$ cat src/shared/prsm_defines.svh
// Purpose: Offsets, field positions, reset values and counts of the reference selector.
// Assumes: Eight-bit registers on the device register port.
// Notes:   Definitions only.
`ifndef PRSM_DEFINES_SVH
`define PRSM_DEFINES_SVH

`define PRSM_ADDR_W         10
`define PRSM_DATA_W         8
`define PRSM_MON_SEL_ADDR   10'h010
`define PRSM_STAT_SEL_ADDR  10'h017
`define PRSM_REF_CTRL_ADDR  10'h01C
`define PRSM_MISC_CTRL_ADDR 10'h01D

`define PRSM_MON_SEL_RST    8'h00
`define PRSM_STAT_SEL_RST   8'h00
`define PRSM_REF_CTRL_RST   8'h00
`define PRSM_MISC_CTRL_RST  8'h80

`define PRSM_BIT_DIFF       0
`define PRSM_BIT_PRI_PWR    1
`define PRSM_BIT_SEC_PWR    2
`define PRSM_BIT_STAY_SEC   3
`define PRSM_BIT_AUTO       4
`define PRSM_BIT_USE_PIN    5
`define PRSM_BIT_REG_SEC    6
`define PRSM_BIT_NO_DEGL    7
`define PRSM_BIT_XTAL_EN    6
`define PRSM_BIT_NV_STAT    7
`define PRSM_STAT_FLD_LSB   2

`define PRSM_SYNC_N         10

`endif

$ cat src/shared/prsm_pkg.sv
// Purpose: Types of the reference selector.
// Assumes: Nothing.
// Notes:   One-hot codes for the automatic switchover state.
package prsm_pkg;
  typedef enum logic [1:0] {
    PRSM_ON_PRIMARY   = 2'b01,
    PRSM_ON_SECONDARY = 2'b10
  } prsm_auto_state_t;

  typedef logic [4:0] prsm_mon_code_t;
endpackage : prsm_pkg

$ cat src/prsm_ref_select.sv
// Purpose: PLL reference selection, power gating, monitor and status pin multiplexers.
// Assumes: Register port is synchronous to clk_in; all other inputs are asynchronous.
// Notes:   Reference clocks are sampled at 50 MHz, so monitored clocks are seen at that rate.
// Summary of operation
// RQ1 - Monitor pin follows five-bit select, default ground.
// RQ2 - One monitor code drives constant high.
// RQ3 - Monitor passes primary, secondary, selected, unselected clocks.
// RQ4 - Secondary and unselected codes dead in differential.
// RQ5 - Active-low status codes for references and VCO.
// RQ6 - AND-of-status level codes on monitor.
// RQ7 - Inverted active-reference indication code.
// RQ8 - Active-low holdover, comparator, lock detect codes.
// RQ9 - Bit 7 low enables switchover deglitch.
// RQ10 - Bit 4 picks manual or automatic switchover.
// RQ11 - Software picks single-ended before automatic mode.
// RQ12 - Automatic mode powers both references always.
// RQ13 - Bit 5 picks register or pin selection.
// RQ14 - Bit 6 picks primary or secondary reference.
// RQ15 - Bit 3 stops return to primary reference.
// RQ16 - Bit 2 powers secondary reference input.
// RQ17 - Bit 1 powers primary reference input.
// RQ18 - Bit 0 picks single-ended or differential mode.
// RQ19 - Software clears power bits in differential.
// RQ20 - Misc bit 7 forces load status on pin.
// RQ21 - Misc bit 6 enables crystal amplifier.
// RQ22 - Crystal amplifier off after reset.
`timescale 1ns/10ps
`include "prsm_defines.svh"

module prsm_ref_select (
  input  wire logic                     clk_in,
  input  wire logic                     rst_in,
  input  wire logic                     reg_wr_in,
  input  wire logic                     reg_rd_in,
  input  wire logic [`PRSM_ADDR_W-1:0]  reg_addr_in,
  input  wire logic [`PRSM_DATA_W-1:0]  reg_wdata_in,
  input  wire logic                     primary_reference_in,
  input  wire logic                     secondary_reference_in,
  input  wire logic                     ref_select_pin_in,
  input  wire logic                     primary_freq_ok_in,
  input  wire logic                     secondary_freq_ok_in,
  input  wire logic                     vco_freq_ok_in,
  input  wire logic                     digital_lock_detect_in,
  input  wire logic                     holdover_active_in,
  input  wire logic                     lock_detect_pin_cmp_in,
  input  wire logic                     nv_load_status_in,
  output logic [`PRSM_DATA_W-1:0]       reg_rdata_out,
  output logic                          reference_monitor_pin_out,
  output logic                          status_pin_out,
  output logic                          pll_reference_out,
  output logic                          selected_is_secondary_out,
  output logic                          primary_ref_power_out,
  output logic                          secondary_ref_power_out,
  output logic                          differential_mode_out,
  output logic                          crystal_amp_enable_out,
  output prsm_pkg::prsm_auto_state_t    auto_state_out
);
  import prsm_pkg::*;

  // ----------------------------------------------------------------
  // Input synchronisers
  // ----------------------------------------------------------------
  logic [`PRSM_SYNC_N-1:0] sync_stage1;
  logic [`PRSM_SYNC_N-1:0] sync_stage2;
  wire  [`PRSM_SYNC_N-1:0] raw_inputs;

  assign raw_inputs = {nv_load_status_in, lock_detect_pin_cmp_in, holdover_active_in,
                       digital_lock_detect_in, vco_freq_ok_in, secondary_freq_ok_in,
                       primary_freq_ok_in, ref_select_pin_in, secondary_reference_in,
                       primary_reference_in};

  always_ff @(posedge clk_in or posedge rst_in) begin
    if (rst_in) begin
      sync_stage1 <= '0;
      sync_stage2 <= '0;
    end else begin
      sync_stage1 <= raw_inputs;
      sync_stage2 <= sync_stage1;
    end
  end

  wire pri_clk  = sync_stage2[0];
  wire sec_clk  = sync_stage2[1];
  wire sel_pin  = sync_stage2[2];
  wire pri_ok   = sync_stage2[3];
  wire sec_ok   = sync_stage2[4];
  wire vco_ok   = sync_stage2[5];
  wire digital_lock_detect      = sync_stage2[6];
  wire holdover = sync_stage2[7];
  wire ld_cmp   = sync_stage2[8];
  wire nv_stat  = sync_stage2[9];

  // ----------------------------------------------------------------
  // Registers
  // ----------------------------------------------------------------
  logic [`PRSM_DATA_W-1:0] mon_sel_reg;
  logic [`PRSM_DATA_W-1:0] stat_sel_reg;
  logic [`PRSM_DATA_W-1:0] ref_ctrl;
  logic [`PRSM_DATA_W-1:0] misc_ctrl;
  logic [`PRSM_DATA_W-1:0] next_rdata;

  wire hit_mon  = (reg_addr_in == `PRSM_MON_SEL_ADDR);
  wire hit_stat = (reg_addr_in == `PRSM_STAT_SEL_ADDR);
  wire hit_ref  = (reg_addr_in == `PRSM_REF_CTRL_ADDR);
  wire hit_misc = (reg_addr_in == `PRSM_MISC_CTRL_ADDR);

  // Unmapped addresses read as zero.
  assign next_rdata = hit_mon  ? {3'h0, mon_sel_reg[4:0]} :
                      hit_stat ? {stat_sel_reg[7:2], 2'h0} :
                      hit_ref  ? ref_ctrl :
                      hit_misc ? misc_ctrl : 8'h00;

  always_ff @(posedge clk_in or posedge rst_in) begin
    if (rst_in) begin
      mon_sel_reg  <= `PRSM_MON_SEL_RST;
      stat_sel_reg <= `PRSM_STAT_SEL_RST;
      ref_ctrl     <= `PRSM_REF_CTRL_RST;
      misc_ctrl    <= `PRSM_MISC_CTRL_RST; // RQ22
    end else if (reg_wr_in) begin
      if (hit_mon)  mon_sel_reg  <= reg_wdata_in;
      if (hit_stat) stat_sel_reg <= reg_wdata_in;
      if (hit_ref)  ref_ctrl     <= reg_wdata_in;
      if (hit_misc) misc_ctrl    <= reg_wdata_in;
    end
  end

  always_ff @(posedge clk_in or posedge rst_in) begin
    if (rst_in) begin
      reg_rdata_out <= 8'h00;
    end else if (reg_rd_in) begin
      reg_rdata_out <= next_rdata;
    end
  end

  // ----------------------------------------------------------------
  // Control field decode
  // ----------------------------------------------------------------
  wire diff_mode  = ref_ctrl[`PRSM_BIT_DIFF];     // RQ18
  wire auto_mode  = ref_ctrl[`PRSM_BIT_AUTO];     // RQ10
  wire stay_sec   = ref_ctrl[`PRSM_BIT_STAY_SEC];
  wire use_pin    = ref_ctrl[`PRSM_BIT_USE_PIN];
  wire reg_sec    = ref_ctrl[`PRSM_BIT_REG_SEC];
  wire degl_on    = !ref_ctrl[`PRSM_BIT_NO_DEGL]; // RQ9
  wire nv_forced  = misc_ctrl[`PRSM_BIT_NV_STAT];

  // ----------------------------------------------------------------
  // Automatic switchover state
  // ----------------------------------------------------------------
  prsm_auto_state_t auto_state;
  prsm_auto_state_t next_auto_state;

  always_comb begin
    next_auto_state = auto_state;
    case (auto_state)
      PRSM_ON_PRIMARY: begin
        if (auto_mode && !pri_ok && sec_ok) begin // RQ10
          next_auto_state = PRSM_ON_SECONDARY;
        end
      end
      PRSM_ON_SECONDARY: begin
        if (!auto_mode) begin
          next_auto_state = PRSM_ON_PRIMARY;
        end else if (pri_ok && (!stay_sec || !sec_ok)) begin // RQ15
          next_auto_state = PRSM_ON_PRIMARY;
        end
      end
      default: begin
        next_auto_state = PRSM_ON_PRIMARY;
      end
    endcase
  end

  always_ff @(posedge clk_in or posedge rst_in) begin
    if (rst_in) begin
      auto_state <= PRSM_ON_PRIMARY;
    end else begin
      auto_state <= next_auto_state;
    end
  end

  // ----------------------------------------------------------------
  // Reference selection with deglitch
  // ----------------------------------------------------------------
  logic sel_secondary;
  wire  manual_want = use_pin ? sel_pin : reg_sec;                  // RQ13 RQ14
  wire  want_sec    = diff_mode ? 1'b0 :
                      auto_mode ? (auto_state == PRSM_ON_SECONDARY) : manual_want;
  // Deglitch waits for both references low so the PLL never sees a runt pulse.
  // A reference stuck high therefore holds off the switch while deglitch is on.
  wire  both_low    = !pri_clk && !sec_clk;
  wire  commit_sel  = !degl_on || both_low;                         // RQ9

  always_ff @(posedge clk_in or posedge rst_in) begin
    if (rst_in) begin
      sel_secondary <= 1'b0;
    end else if (commit_sel) begin
      sel_secondary <= want_sec;
    end
  end

  wire sel_clk   = sel_secondary ? sec_clk : pri_clk;
  wire unsel_clk = diff_mode ? 1'b0 : (sel_secondary ? pri_clk : sec_clk); // RQ4
  wire sec_mon   = diff_mode ? 1'b0 : sec_clk;                              // RQ4
  wire sel_ok    = sel_secondary ? sec_ok : pri_ok;
  wire unsel_ok  = diff_mode ? 1'b0 : (sel_secondary ? pri_ok : sec_ok);
  wire unsel_okn = diff_mode ? 1'b0 : !unsel_ok;
  wire both_ok   = pri_ok && sec_ok;
  wire all_lock  = digital_lock_detect && sel_ok && vco_ok;

  // ----------------------------------------------------------------
  // Monitor multiplexer
  // ----------------------------------------------------------------
  // Bit n shows what monitor code n selects; the status pin reuses the same table.
  // A plain vector keeps every source in the sensitivity of the selects below.
  wire [31:0] mon_src = {!ld_cmp, !holdover, !digital_lock_detect, !sel_secondary,     // RQ8 RQ7
                         !vco_ok, all_lock, both_ok, !sec_ok,           // RQ5 RQ6
                         !pri_ok, unsel_okn, !sel_ok, unsel_clk,        // RQ5 RQ4 RQ3
                         sel_clk, sec_mon, pri_clk, 1'b1,               // RQ3 RQ2
                         ld_cmp, holdover, !digital_lock_detect, sel_secondary,         // RQ8
                         vco_ok, all_lock, both_ok, sec_ok,             // RQ6
                         pri_ok, unsel_ok, sel_ok, unsel_clk,           // RQ4
                         sel_clk, sec_mon, pri_clk, 1'b0};              // RQ3 RQ1

  wire            mon_val   = mon_src[prsm_mon_code_t'(mon_sel_reg[4:0])]; // RQ1
  wire            stat_pick = mon_src[prsm_mon_code_t'(stat_sel_reg[6:2])];
  wire            stat_val  = nv_forced ? nv_stat : stat_pick;               // RQ20
  // Automatic mode forces both inputs on, whatever the power bits say.
  wire            pri_pwr   = auto_mode || ref_ctrl[`PRSM_BIT_PRI_PWR];      // RQ12 RQ17
  wire            sec_pwr   = auto_mode || ref_ctrl[`PRSM_BIT_SEC_PWR];      // RQ12 RQ16

  // ----------------------------------------------------------------
  // Output registers
  // ----------------------------------------------------------------
  always_ff @(posedge clk_in or posedge rst_in) begin
    if (rst_in) begin
      reference_monitor_pin_out <= 1'b0;
      status_pin_out            <= 1'b0;
      pll_reference_out         <= 1'b0;
      selected_is_secondary_out <= 1'b0;
      primary_ref_power_out     <= 1'b0;
      secondary_ref_power_out   <= 1'b0;
      differential_mode_out     <= 1'b0;
      crystal_amp_enable_out    <= 1'b0; // RQ22
      auto_state_out            <= PRSM_ON_PRIMARY;
    end else begin
      reference_monitor_pin_out <= mon_val;
      status_pin_out            <= stat_val;
      pll_reference_out         <= sel_clk;
      selected_is_secondary_out <= sel_secondary;
      primary_ref_power_out     <= pri_pwr;
      secondary_ref_power_out   <= sec_pwr;
      differential_mode_out     <= diff_mode;
      crystal_amp_enable_out    <= misc_ctrl[`PRSM_BIT_XTAL_EN]; // RQ21
      auto_state_out            <= auto_state;
    end
  end
endmodule : prsm_ref_select

$ cat config.mk
export PLATFORM = sky130hd
export DESIGN_NAME = prsm_ref_select
export DESIGN_NICKNAME = d
export VERILOG_FILES = /design/src/shared/prsm_pkg.sv /design/src/prsm_ref_select.sv
export VERILOG_INCLUDE_DIRS = /design/src /design/src/shared
export SDC_FILE = /design/constraint.sdc
export NUM_CORES = 1
export LEC_CHECK = 0
export ABC_AREA = 1
export BUFFER_PORTS_ARGS = -buffer_cell sky130_fd_sc_hd__buf_2
export CORE_ASPECT_RATIO = 2
export CORE_MARGIN = 3
export CORE_UTILIZATION = 45
export DETAILED_ROUTE_END_ITERATION = 12
export HOLD_SLACK_MARGIN = 0.1
export PLACE_DENSITY_LB_ADDON = 0.25
export SKIP_CTS_REPAIR_TIMING = 1
export SYNTH_ARGS = -nofsm -noshare
export SYNTH_HDL_FRONTEND = slang
export SYNTH_SLANG_ARGS = --single-unit
$ cat constraint.sdc
create_clock -name clk_in -period 2.85 [get_ports clk_in]
set_input_delay 0.57 -clock clk_in [delete_from_list [all_inputs] [get_ports clk_in]]
set_output_delay 0.57 -clock clk_in [all_outputs]
set_load 0.005 [all_outputs]
==> reports/qor.csv, run 1 <==
metric,value,unit
number of instances in the synthesized netlist,389,
Crit path max-delay family,simple AND/OR/NAND/NOR gates,
critical path endpoint category,flip-flop,
status,"finished, final reports clean",
First DRT Iteration DRCs,159,
clock sink total,68,
number of buffers added on ports,49,
xor-xnor portion of the synthesized cell area,0,
Antenna Violating Nets Remaining,0,
Largest regs,"sync_stage1 x10, sync_stage2 x10",
Synth Warn #,0,
RD Place Congestion,0.906,
number of antenna violations at the first check in global routing,0,
Boundary Pins,50,
global-route usage over all layers,0.211,
Sum Neg Setup Slack,0,ps
via count,2681,
period utilisation layout,0.592,
H-tree Lvls,3,
most common cell in the netlist,sky130_fd_sc_hd__nand2_1,
largest net degree at the start of global routing,69,
worst-path cell with the longest stage delay,sky130_fd_sc_hd__dfrtp_1,
top post-synthesis cells by area,"sky130_fd_sc_hd__dfrtp_1 51%, sky130_fd_sc_hd__nand2_1 15%, sky130_fd_sc_hd__inv_1 5.2%",
leakage power,2.00,nW
share of cells above drive strength 1,0.207,
number of enable-type register cells in the synthesized netlist,0,
final slew viol count,0,
largest family of logic cells by synthesized area,simple AND/OR/NAND/NOR gates,
compound-gate portion of the synthesized area,0.135,
Post-DP Area,0.00348,mm^2
number of max-cap violations,0,
number of endpoints failing setup at the final stage,0,
prevailing post-synth register cell,sky130_fd_sc_hd__dfrtp_1,
DR WL/cell,14.7,um
Final HPWL DP,5910,um
cell accounting for the most synthesized area,sky130_fd_sc_hd__dfrtp_1,
Max clock buf depth,2,
total number of placement rows,42,
Antenna Diode Count,0,
clock tree from TritonCTS,done,
Die Ht,125,um
Crit path buffers/inverters,1,
post-route DRC violation count,0,
area share of fa/ha/maj cells after synthesis,0,
share of the synthesized area in the top cell type,0.510,
cts bufs inserted,9,
timing-limited maximum frequency,0.592,GHz
total detailed-routing wirelength,7810,um
share of the yosys chip area belonging to registers,0.535,
Netlist Area Pre-Place,0.00319,mm^2
placed cell count,516,
worst setup path class,flip-flop to flip-flop,
time the final worst path needs with I/O delays and setup,1690,ps
first-pass iteration count of the detailed router,4,
most frequent cell on the critical path,sky130_fd_sc_hd__nand2_1,
synthesis-to-finish area growth,18.7,%
Final Skew,6.71,ps
number of hold-slack violations in the final timing report,0,
area of the die,0.00819,mm^2
Pwr Total,2.25,mW
simple logic cell fraction of the synthesized area,0.255,
Critical Path AT,1900,ps
placement-stage worst setup slack,865,ps
worst hold path class,input pin to flip-flop,
clk slew on worst S/H paths,60,ps
post-route cell area,0.00378,mm^2
#FFs+latches synth,68,
wire length of the first global-routing pass,12800,um
initial cell density of the core,0.474,
buffer type at the clock tree root,sky130_fd_sc_hd__clkbuf_16,
largest fanout of any net on the critical path,9,
Chip Width,65.5,um
critical path cell sequence,inv_1 -> nand2_1 -> nand2_2 -> nand2_1 -> nand2_1 -> nand2_1 -> nand2_1 -> a21oi_1 -> nand2_1 -> nand3_1 -> nand2_1,
fraction of synthesis flops using an asynchronous set or reset pin,1.00,
clock latency reported for the late side of the worst-skew pair,330,ps
average vias per placed instance,5.04,
average size of a mapped cell,8.20,um^2
placeable core area,0.00673,mm^2
final standard cell count with taps included and fillers excluded,532,
total power per unit cell area,593,mW/mm^2
most used standard cells in the synthesized netlist,"126 x sky130_fd_sc_hd__nand2_1, 65 x sky130_fd_sc_hd__dfrtp_1, 44 x sky130_fd_sc_hd__inv_1",
net count reported at finish,471,
stage delay of the slowest cell on the critical path,540,ps
share of synthesized area spent on multiplexers,0,
vias in the first global route,2711,
data required time of the critical path,3070,ps
Rel. slew slack,0.446,
Overflow after GRT,0,
RSZ-0062 raised after global routing,no,
crit start category,flip-flop,
post-synthesis cell type count,28,
worst setup slack after layout,1160,ps
worst-margin pin slew,831,ps
worst-case vdd ir drop,0.564,mV
synthesized netlist net count,421,
cells by family after synthesis:
kind of cell	count (synthesis)
AOI/OAI and AO/OA	77
buffers and inverters	57
DFF	68
and+or+nand+nor	187
power by group:
part / switching (mW) / total (mW) / internal, mW / leakage [nW]
sequential: 0.0207 / 1.01 / 0.993 / 0.886
combinational: 0.0827 / 0.128 / 0.0455 / 0.976
clock: 0.423 / 1.10 / 0.680 / 0.142
cell type report:
type | instances | area (um^2)
well taps | 88 | 110
fillers | 683 | 2940
flip-flops and latches | 68 | 1710
multi-input cells | 264 | 1240
clock buffers | 9 | 225
clock inverters | 7 | 76.3
repair buffers | 50 | 253
inverters | 46 | 173
metrics by stage:
stage / utilization / hold slack [ps]
detailed placement: 0.518 / 336
CTS: 0.563 / 328
finish: 0.563 / 339
floorplan: - / 331
global route: 0.563 / 326
global placement: 0.518 / 332
routing by layer:
| layer | GRT usage | vias to the layer above | routed length [um] |
|---|---|---|---|
| met5 | 0 | - | 0 |
| met4 | 0.132 | 0 | 365 |
| met3 | 0.0494 | 20 | 246 |
| met2 | 0.379 | 61 | 4390 |
| met1 | 0.210 | 1248 | 2800 |
| li1 | - | 1352 | - |
placed cells by master, fill, tap and decap left out, types with 2 or more instances in the layout:
master                       instances
sky130_fd_sc_hd__nor2_1             16
sky130_fd_sc_hd__o21ai_0            26
sky130_fd_sc_hd__o21ai_2             8
sky130_fd_sc_hd__inv_1              43
sky130_fd_sc_hd__buf_2              49
sky130_fd_sc_hd__nand2_1           126
sky130_fd_sc_hd__inv_2               3
sky130_fd_sc_hd__a21oi_1            27
sky130_fd_sc_hd__dfstp_2             3
sky130_fd_sc_hd__nand3_1            30
sky130_fd_sc_hd__nand2_2             2
sky130_fd_sc_hd__o21ai_1            10
sky130_fd_sc_hd__nor3_4              2
sky130_fd_sc_hd__a31oi_1             2
sky130_fd_sc_hd__clkinv_4            2
sky130_fd_sc_hd__o211ai_1            2
sky130_fd_sc_hd__clkbuf_16           9
sky130_fd_sc_hd__or2_2               4
sky130_fd_sc_hd__dfrtp_1            65
sky130_fd_sc_hd__clkinvlp_4          2
sky130_fd_sc_hd__nand2_4             3
path summary, 6_finish.rpt:
| kind | startpoint | end | slack (ps) | cells after the start |
|---|---|---|---|---|
| min in group asynchronous | rst_in | misc_ctrl[0] | 470 | 3 |
| worst max-delay path | sel_secondary | status_pin_out | 1160 | 11 |
| worst max register to register | sel_secondary | status_pin_out | 1160 | 11 |
| worst min register to register | sync_stage1[4] | sync_stage2[4] | 350 | 0 |
| max in group asynchronous | rst_in | status_pin_out | 1830 | 3 |
| worst min-delay path | primary_reference_in | sync_stage1[0] | 340 | 1 |
Power figures use the tool's default switching activity.
==> run 2, diff against run 1 <==
ABC_AREA = 0   (was 1)
clock period = 1.5 ns   (was 2.85 ns; I/O delays follow)
==> run 2 against run 1 <==
  * The flow now finishes with violations (negative setup slack)
  * Combinational power rose to 3.2 times the previous value
  * Count of clock-buffer cells in the layout rose by 3
  * Register-to-register slack got worse by 1500 ps
  * Power rose by 88%
  * Critical path type unchanged
  * Critical endpoint is now reference_monitor_pin_out
  * Highest routed layer unchanged
==> reports/qor.csv, run 2 <==
metric,value,unit,change
violated checks,negative setup slack,,
worst-case vdd ir drop,0.935,mV,+66%
vias in the first global route,2898,,+6.9%
cell accounting for the most synthesized area,sky130_fd_sc_hd__dfrtp_1,,
crit start category,flip-flop,,
Chip Width,66.7,um,+1.9%
via count,2818,,+5.1%
worst setup path class,flip-flop to flip-flop,,
clk slew on worst S/H paths,60,ps,about the same
buffer type at the clock tree root,sky130_fd_sc_hd__clkbuf_16,,
DR WL/cell,17.9,um,+22%
worst setup slack after layout,-333,ps,-1490 ps
worst-margin pin slew,534,ps,-297 ps
First DRT Iteration DRCs,203,,+28%
H-tree Lvls,3,,unchanged
count of filler cells inserted in the layout,567,,-17%
utilization of the core after routing,0.652,,+0.0895
share of the yosys chip area belonging to registers,0.514,,-0.0214
number of antenna violations at the first check in global routing,0,,unchanged
number of max-cap violations,0,,unchanged
area share of fa/ha/maj cells after synthesis,0,,unchanged
top post-synthesis cells by area,"sky130_fd_sc_hd__dfrtp_1 49%, sky130_fd_sc_hd__mux2_2 12%, sky130_fd_sc_hd__dfstp_2 2.4%",,
compound-gate portion of the synthesized area,0.174,,+0.0395
share of the synthesized area in the top cell type,0.490,,-0.0204
average size of a mapped cell,11.2,um^2,+37%
#FFs+latches synth,68,,unchanged
largest family of logic cells by synthesized area,compound AO/OA/AOI/OAI gates,,
xor-xnor portion of the synthesized cell area,0,,unchanged
share of cells above drive strength 1,0.453,,+0.246
timing-limited maximum frequency,0.546,GHz,-7.9%
most used standard cells in the synthesized netlist,"65 x sky130_fd_sc_hd__dfrtp_1, 35 x sky130_fd_sc_hd__mux2_2, 16 x sky130_fd_sc_hd__clkbuf_1, 16 x sky130_fd_sc_hd__nand2_1, 16 x sky130_fd_sc_hd__nor2_1",,
number of enable-type register cells in the synthesized netlist,0,,unchanged
Largest regs,"sync_stage1 x10, sync_stage2 x10",,
wire length of the first global-routing pass,14300,um,+12%
share of synthesized area spent on multiplexers,0.144,,+0.144
Die Ht,127,um,+2.0%
Rel. slew slack,0.644,,+0.198
total number of placement rows,43,,+2.4%
clock latency reported for the late side of the worst-skew pair,330,ps,about the same
number of instances in the synthesized netlist,296,,-24%
number of endpoints failing setup at the final stage,35,,+35
fraction of synthesis flops using an asynchronous set or reset pin,1.00,,unchanged
leakage power,2.20,nW,+9.9%
total power per unit cell area,920,mW/mm^2,+55%
prevailing post-synth register cell,sky130_fd_sc_hd__dfrtp_1,,
synthesis-to-finish area growth,38.4,%,
first-pass iteration count of the detailed router,4,,unchanged
period utilisation layout,1.22,,+0.630
Critical Path AT,2090,ps,+190 ps
worst hold path class,input pin to flip-flop,,
Overflow after GRT,0,,unchanged
largest net degree at the start of global routing,69,,unchanged
simple logic cell fraction of the synthesized area,0.130,,-0.125
largest fanout of any net on the critical path,6,,-3
Netlist Area Pre-Place,0.00332,mm^2,+4.2%
post-route cell area,0.00460,mm^2,+21%
Antenna Violating Nets Remaining,0,,unchanged
post-synthesis cell type count,55,,+96%
status,"finished, violations left",,
placement-stage worst setup slack,-543,ps,-1410 ps
Antenna Diode Count,0,,unchanged
smallest hold slack,234,ps,-105 ps
Final HPWL DP,6480,um,+9.7%
Crit path buffers/inverters,0,,-1
Pwr Total,4.23,mW,+88%
highest-count cells in the layout ignoring fill and taps,"63 x sky130_fd_sc_hd__dfrtp_1, 53 x sky130_fd_sc_hd__buf_4, 49 x sky130_fd_sc_hd__buf_2, 34 x sky130_fd_sc_hd__mux2_2",,
RSZ-0062 raised after global routing,yes,,
total detailed-routing wirelength,9030,um,+16%
combined flip-flop and latch cell area,0.00171,mm^2,+0.15%
initial cell density of the core,0.471,,-0.00281
worst-path cell with the longest stage delay,sky130_fd_sc_hd__or4_1,,
number of hold-slack violations in the final timing report,0,,unchanged
Post-DP Area,0.00408,mm^2,+17%
time the final worst path needs with I/O delays and setup,1830,ps,+145 ps
synthesized netlist net count,328,,-22%
multi-input gate area in the final layout,0.00158,mm^2,+27%
Max clock buf depth,2,,unchanged
Synth Warn #,0,,unchanged
placeable core area,0.00705,mm^2,+4.8%
critical path cell sequence,or3b_4 -> a21oi_2 -> a2111oi_1 -> or4_1 -> a2bb2oi_1,,
final slew viol count,0,,unchanged
average vias per placed instance,5.58,,+11%
RD Place Congestion,0.933,,+2.9%
post-route DRC violation count,0,,unchanged
global-route usage over all layers,0.228,,+0.0164
most frequent standard cell in the layout excluding fill and tap cells,sky130_fd_sc_hd__dfrtp_1,,
critical path endpoint category,flip-flop,,
data required time of the critical path,1750,ps,-1320 ps
Boundary Pins,50,,unchanged
clock sink total,68,,unchanged
stage delay of the slowest cell on the critical path,500,ps,-40 ps
most common cell in the netlist,sky130_fd_sc_hd__dfrtp_1,,
net count reported at finish,442,,-6.2%
area of the die,0.00851,mm^2,+3.9%
clock tree from TritonCTS,done,,
cts bufs inserted,9,,unchanged
number of buffers added on ports,49,,unchanged
Crit path max-delay family,simple AND/OR/NAND/NOR gates,,
Final Skew,5.77,ps,-0.941 ps
==> run 2: cell types whose count changed after synthesis, moves of 6 or more <==
| cell | before | now |
|---|---|---|
| sky130_fd_sc_hd__o21ai_0 | 26 | 8 |
| sky130_fd_sc_hd__clkbuf_1 | 2 | 16 |
| sky130_fd_sc_hd__o21ai_2 | 8 | 0 |
| sky130_fd_sc_hd__nand3_1 | 30 | 6 |
| sky130_fd_sc_hd__a21o_1 | 0 | 6 |
| sky130_fd_sc_hd__mux2_2 | 0 | 35 |
| sky130_fd_sc_hd__inv_1 | 44 | 11 |
| sky130_fd_sc_hd__nor2b_1 | 0 | 9 |
| sky130_fd_sc_hd__o21ai_1 | 10 | 0 |
| sky130_fd_sc_hd__a21oi_1 | 27 | 15 |
| sky130_fd_sc_hd__nand2_1 | 126 | 16 |
| sky130_fd_sc_hd__a22o_1 | 0 | 6 |
| sky130_fd_sc_hd__mux2i_1 | 0 | 6 |
==> run 2: worst paths after layout <==
path,startpoint,endpoint,slack (ps),cells past startpoint
setup / recovery,sel_secondary,reference_monitor_pin_out,-330,5
hold / removal,reg_wdata_in[6],ref_ctrl[6],230,2
setup reg to reg,sel_secondary,reference_monitor_pin_out,-330,5
hold reg to reg,sync_stage1[5],sync_stage2[5],350,0
max in group asynchronous,rst_in,auto_state[0],560,4
min in group asynchronous,rst_in,sync_stage1[3],620,4
==> run 2: where the power goes <==
part           internal [mW]  total [mW]  switching, mW
clock network           1.16        1.89          0.730
registers               1.89        1.93         0.0424
logic                  0.207       0.411          0.204
==> run 2: cells by family after synthesis <==
kind of cell           Yosys count
AO/OA/AOI/OAI                   79
buffers and inverters           31
flip-flops                      68
multiplexers                    42
AND/OR/NAND/NOR                 76
==> run 2: metrics by stage <==
stage	setup TNS (ps)	cells
floorplan	-9000	296
global placement	-15580	472
detailed placement	-16260	472
CTS	-4210	488
global route	-5290	505
finish	-3690	505
==> run 2: cell type report <==
type,count,area share
clock buffer,12,0.0536
clock inverter,4,0.00544
inverter,11,0.00980
multi-input combinational,197,0.343
sequential,68,0.372
tap,90,0.0245
timing repair buffer,123,0.192
==> run 2: metal layers <==
layer	vias to the layer above	track usage	wire length (um)
met5	-	0	0
met4	0	0.133	429
met3	27	0.0545	349
met2	83	0.397	5040
met1	1369	0.241	3210
li1	1339	-	-
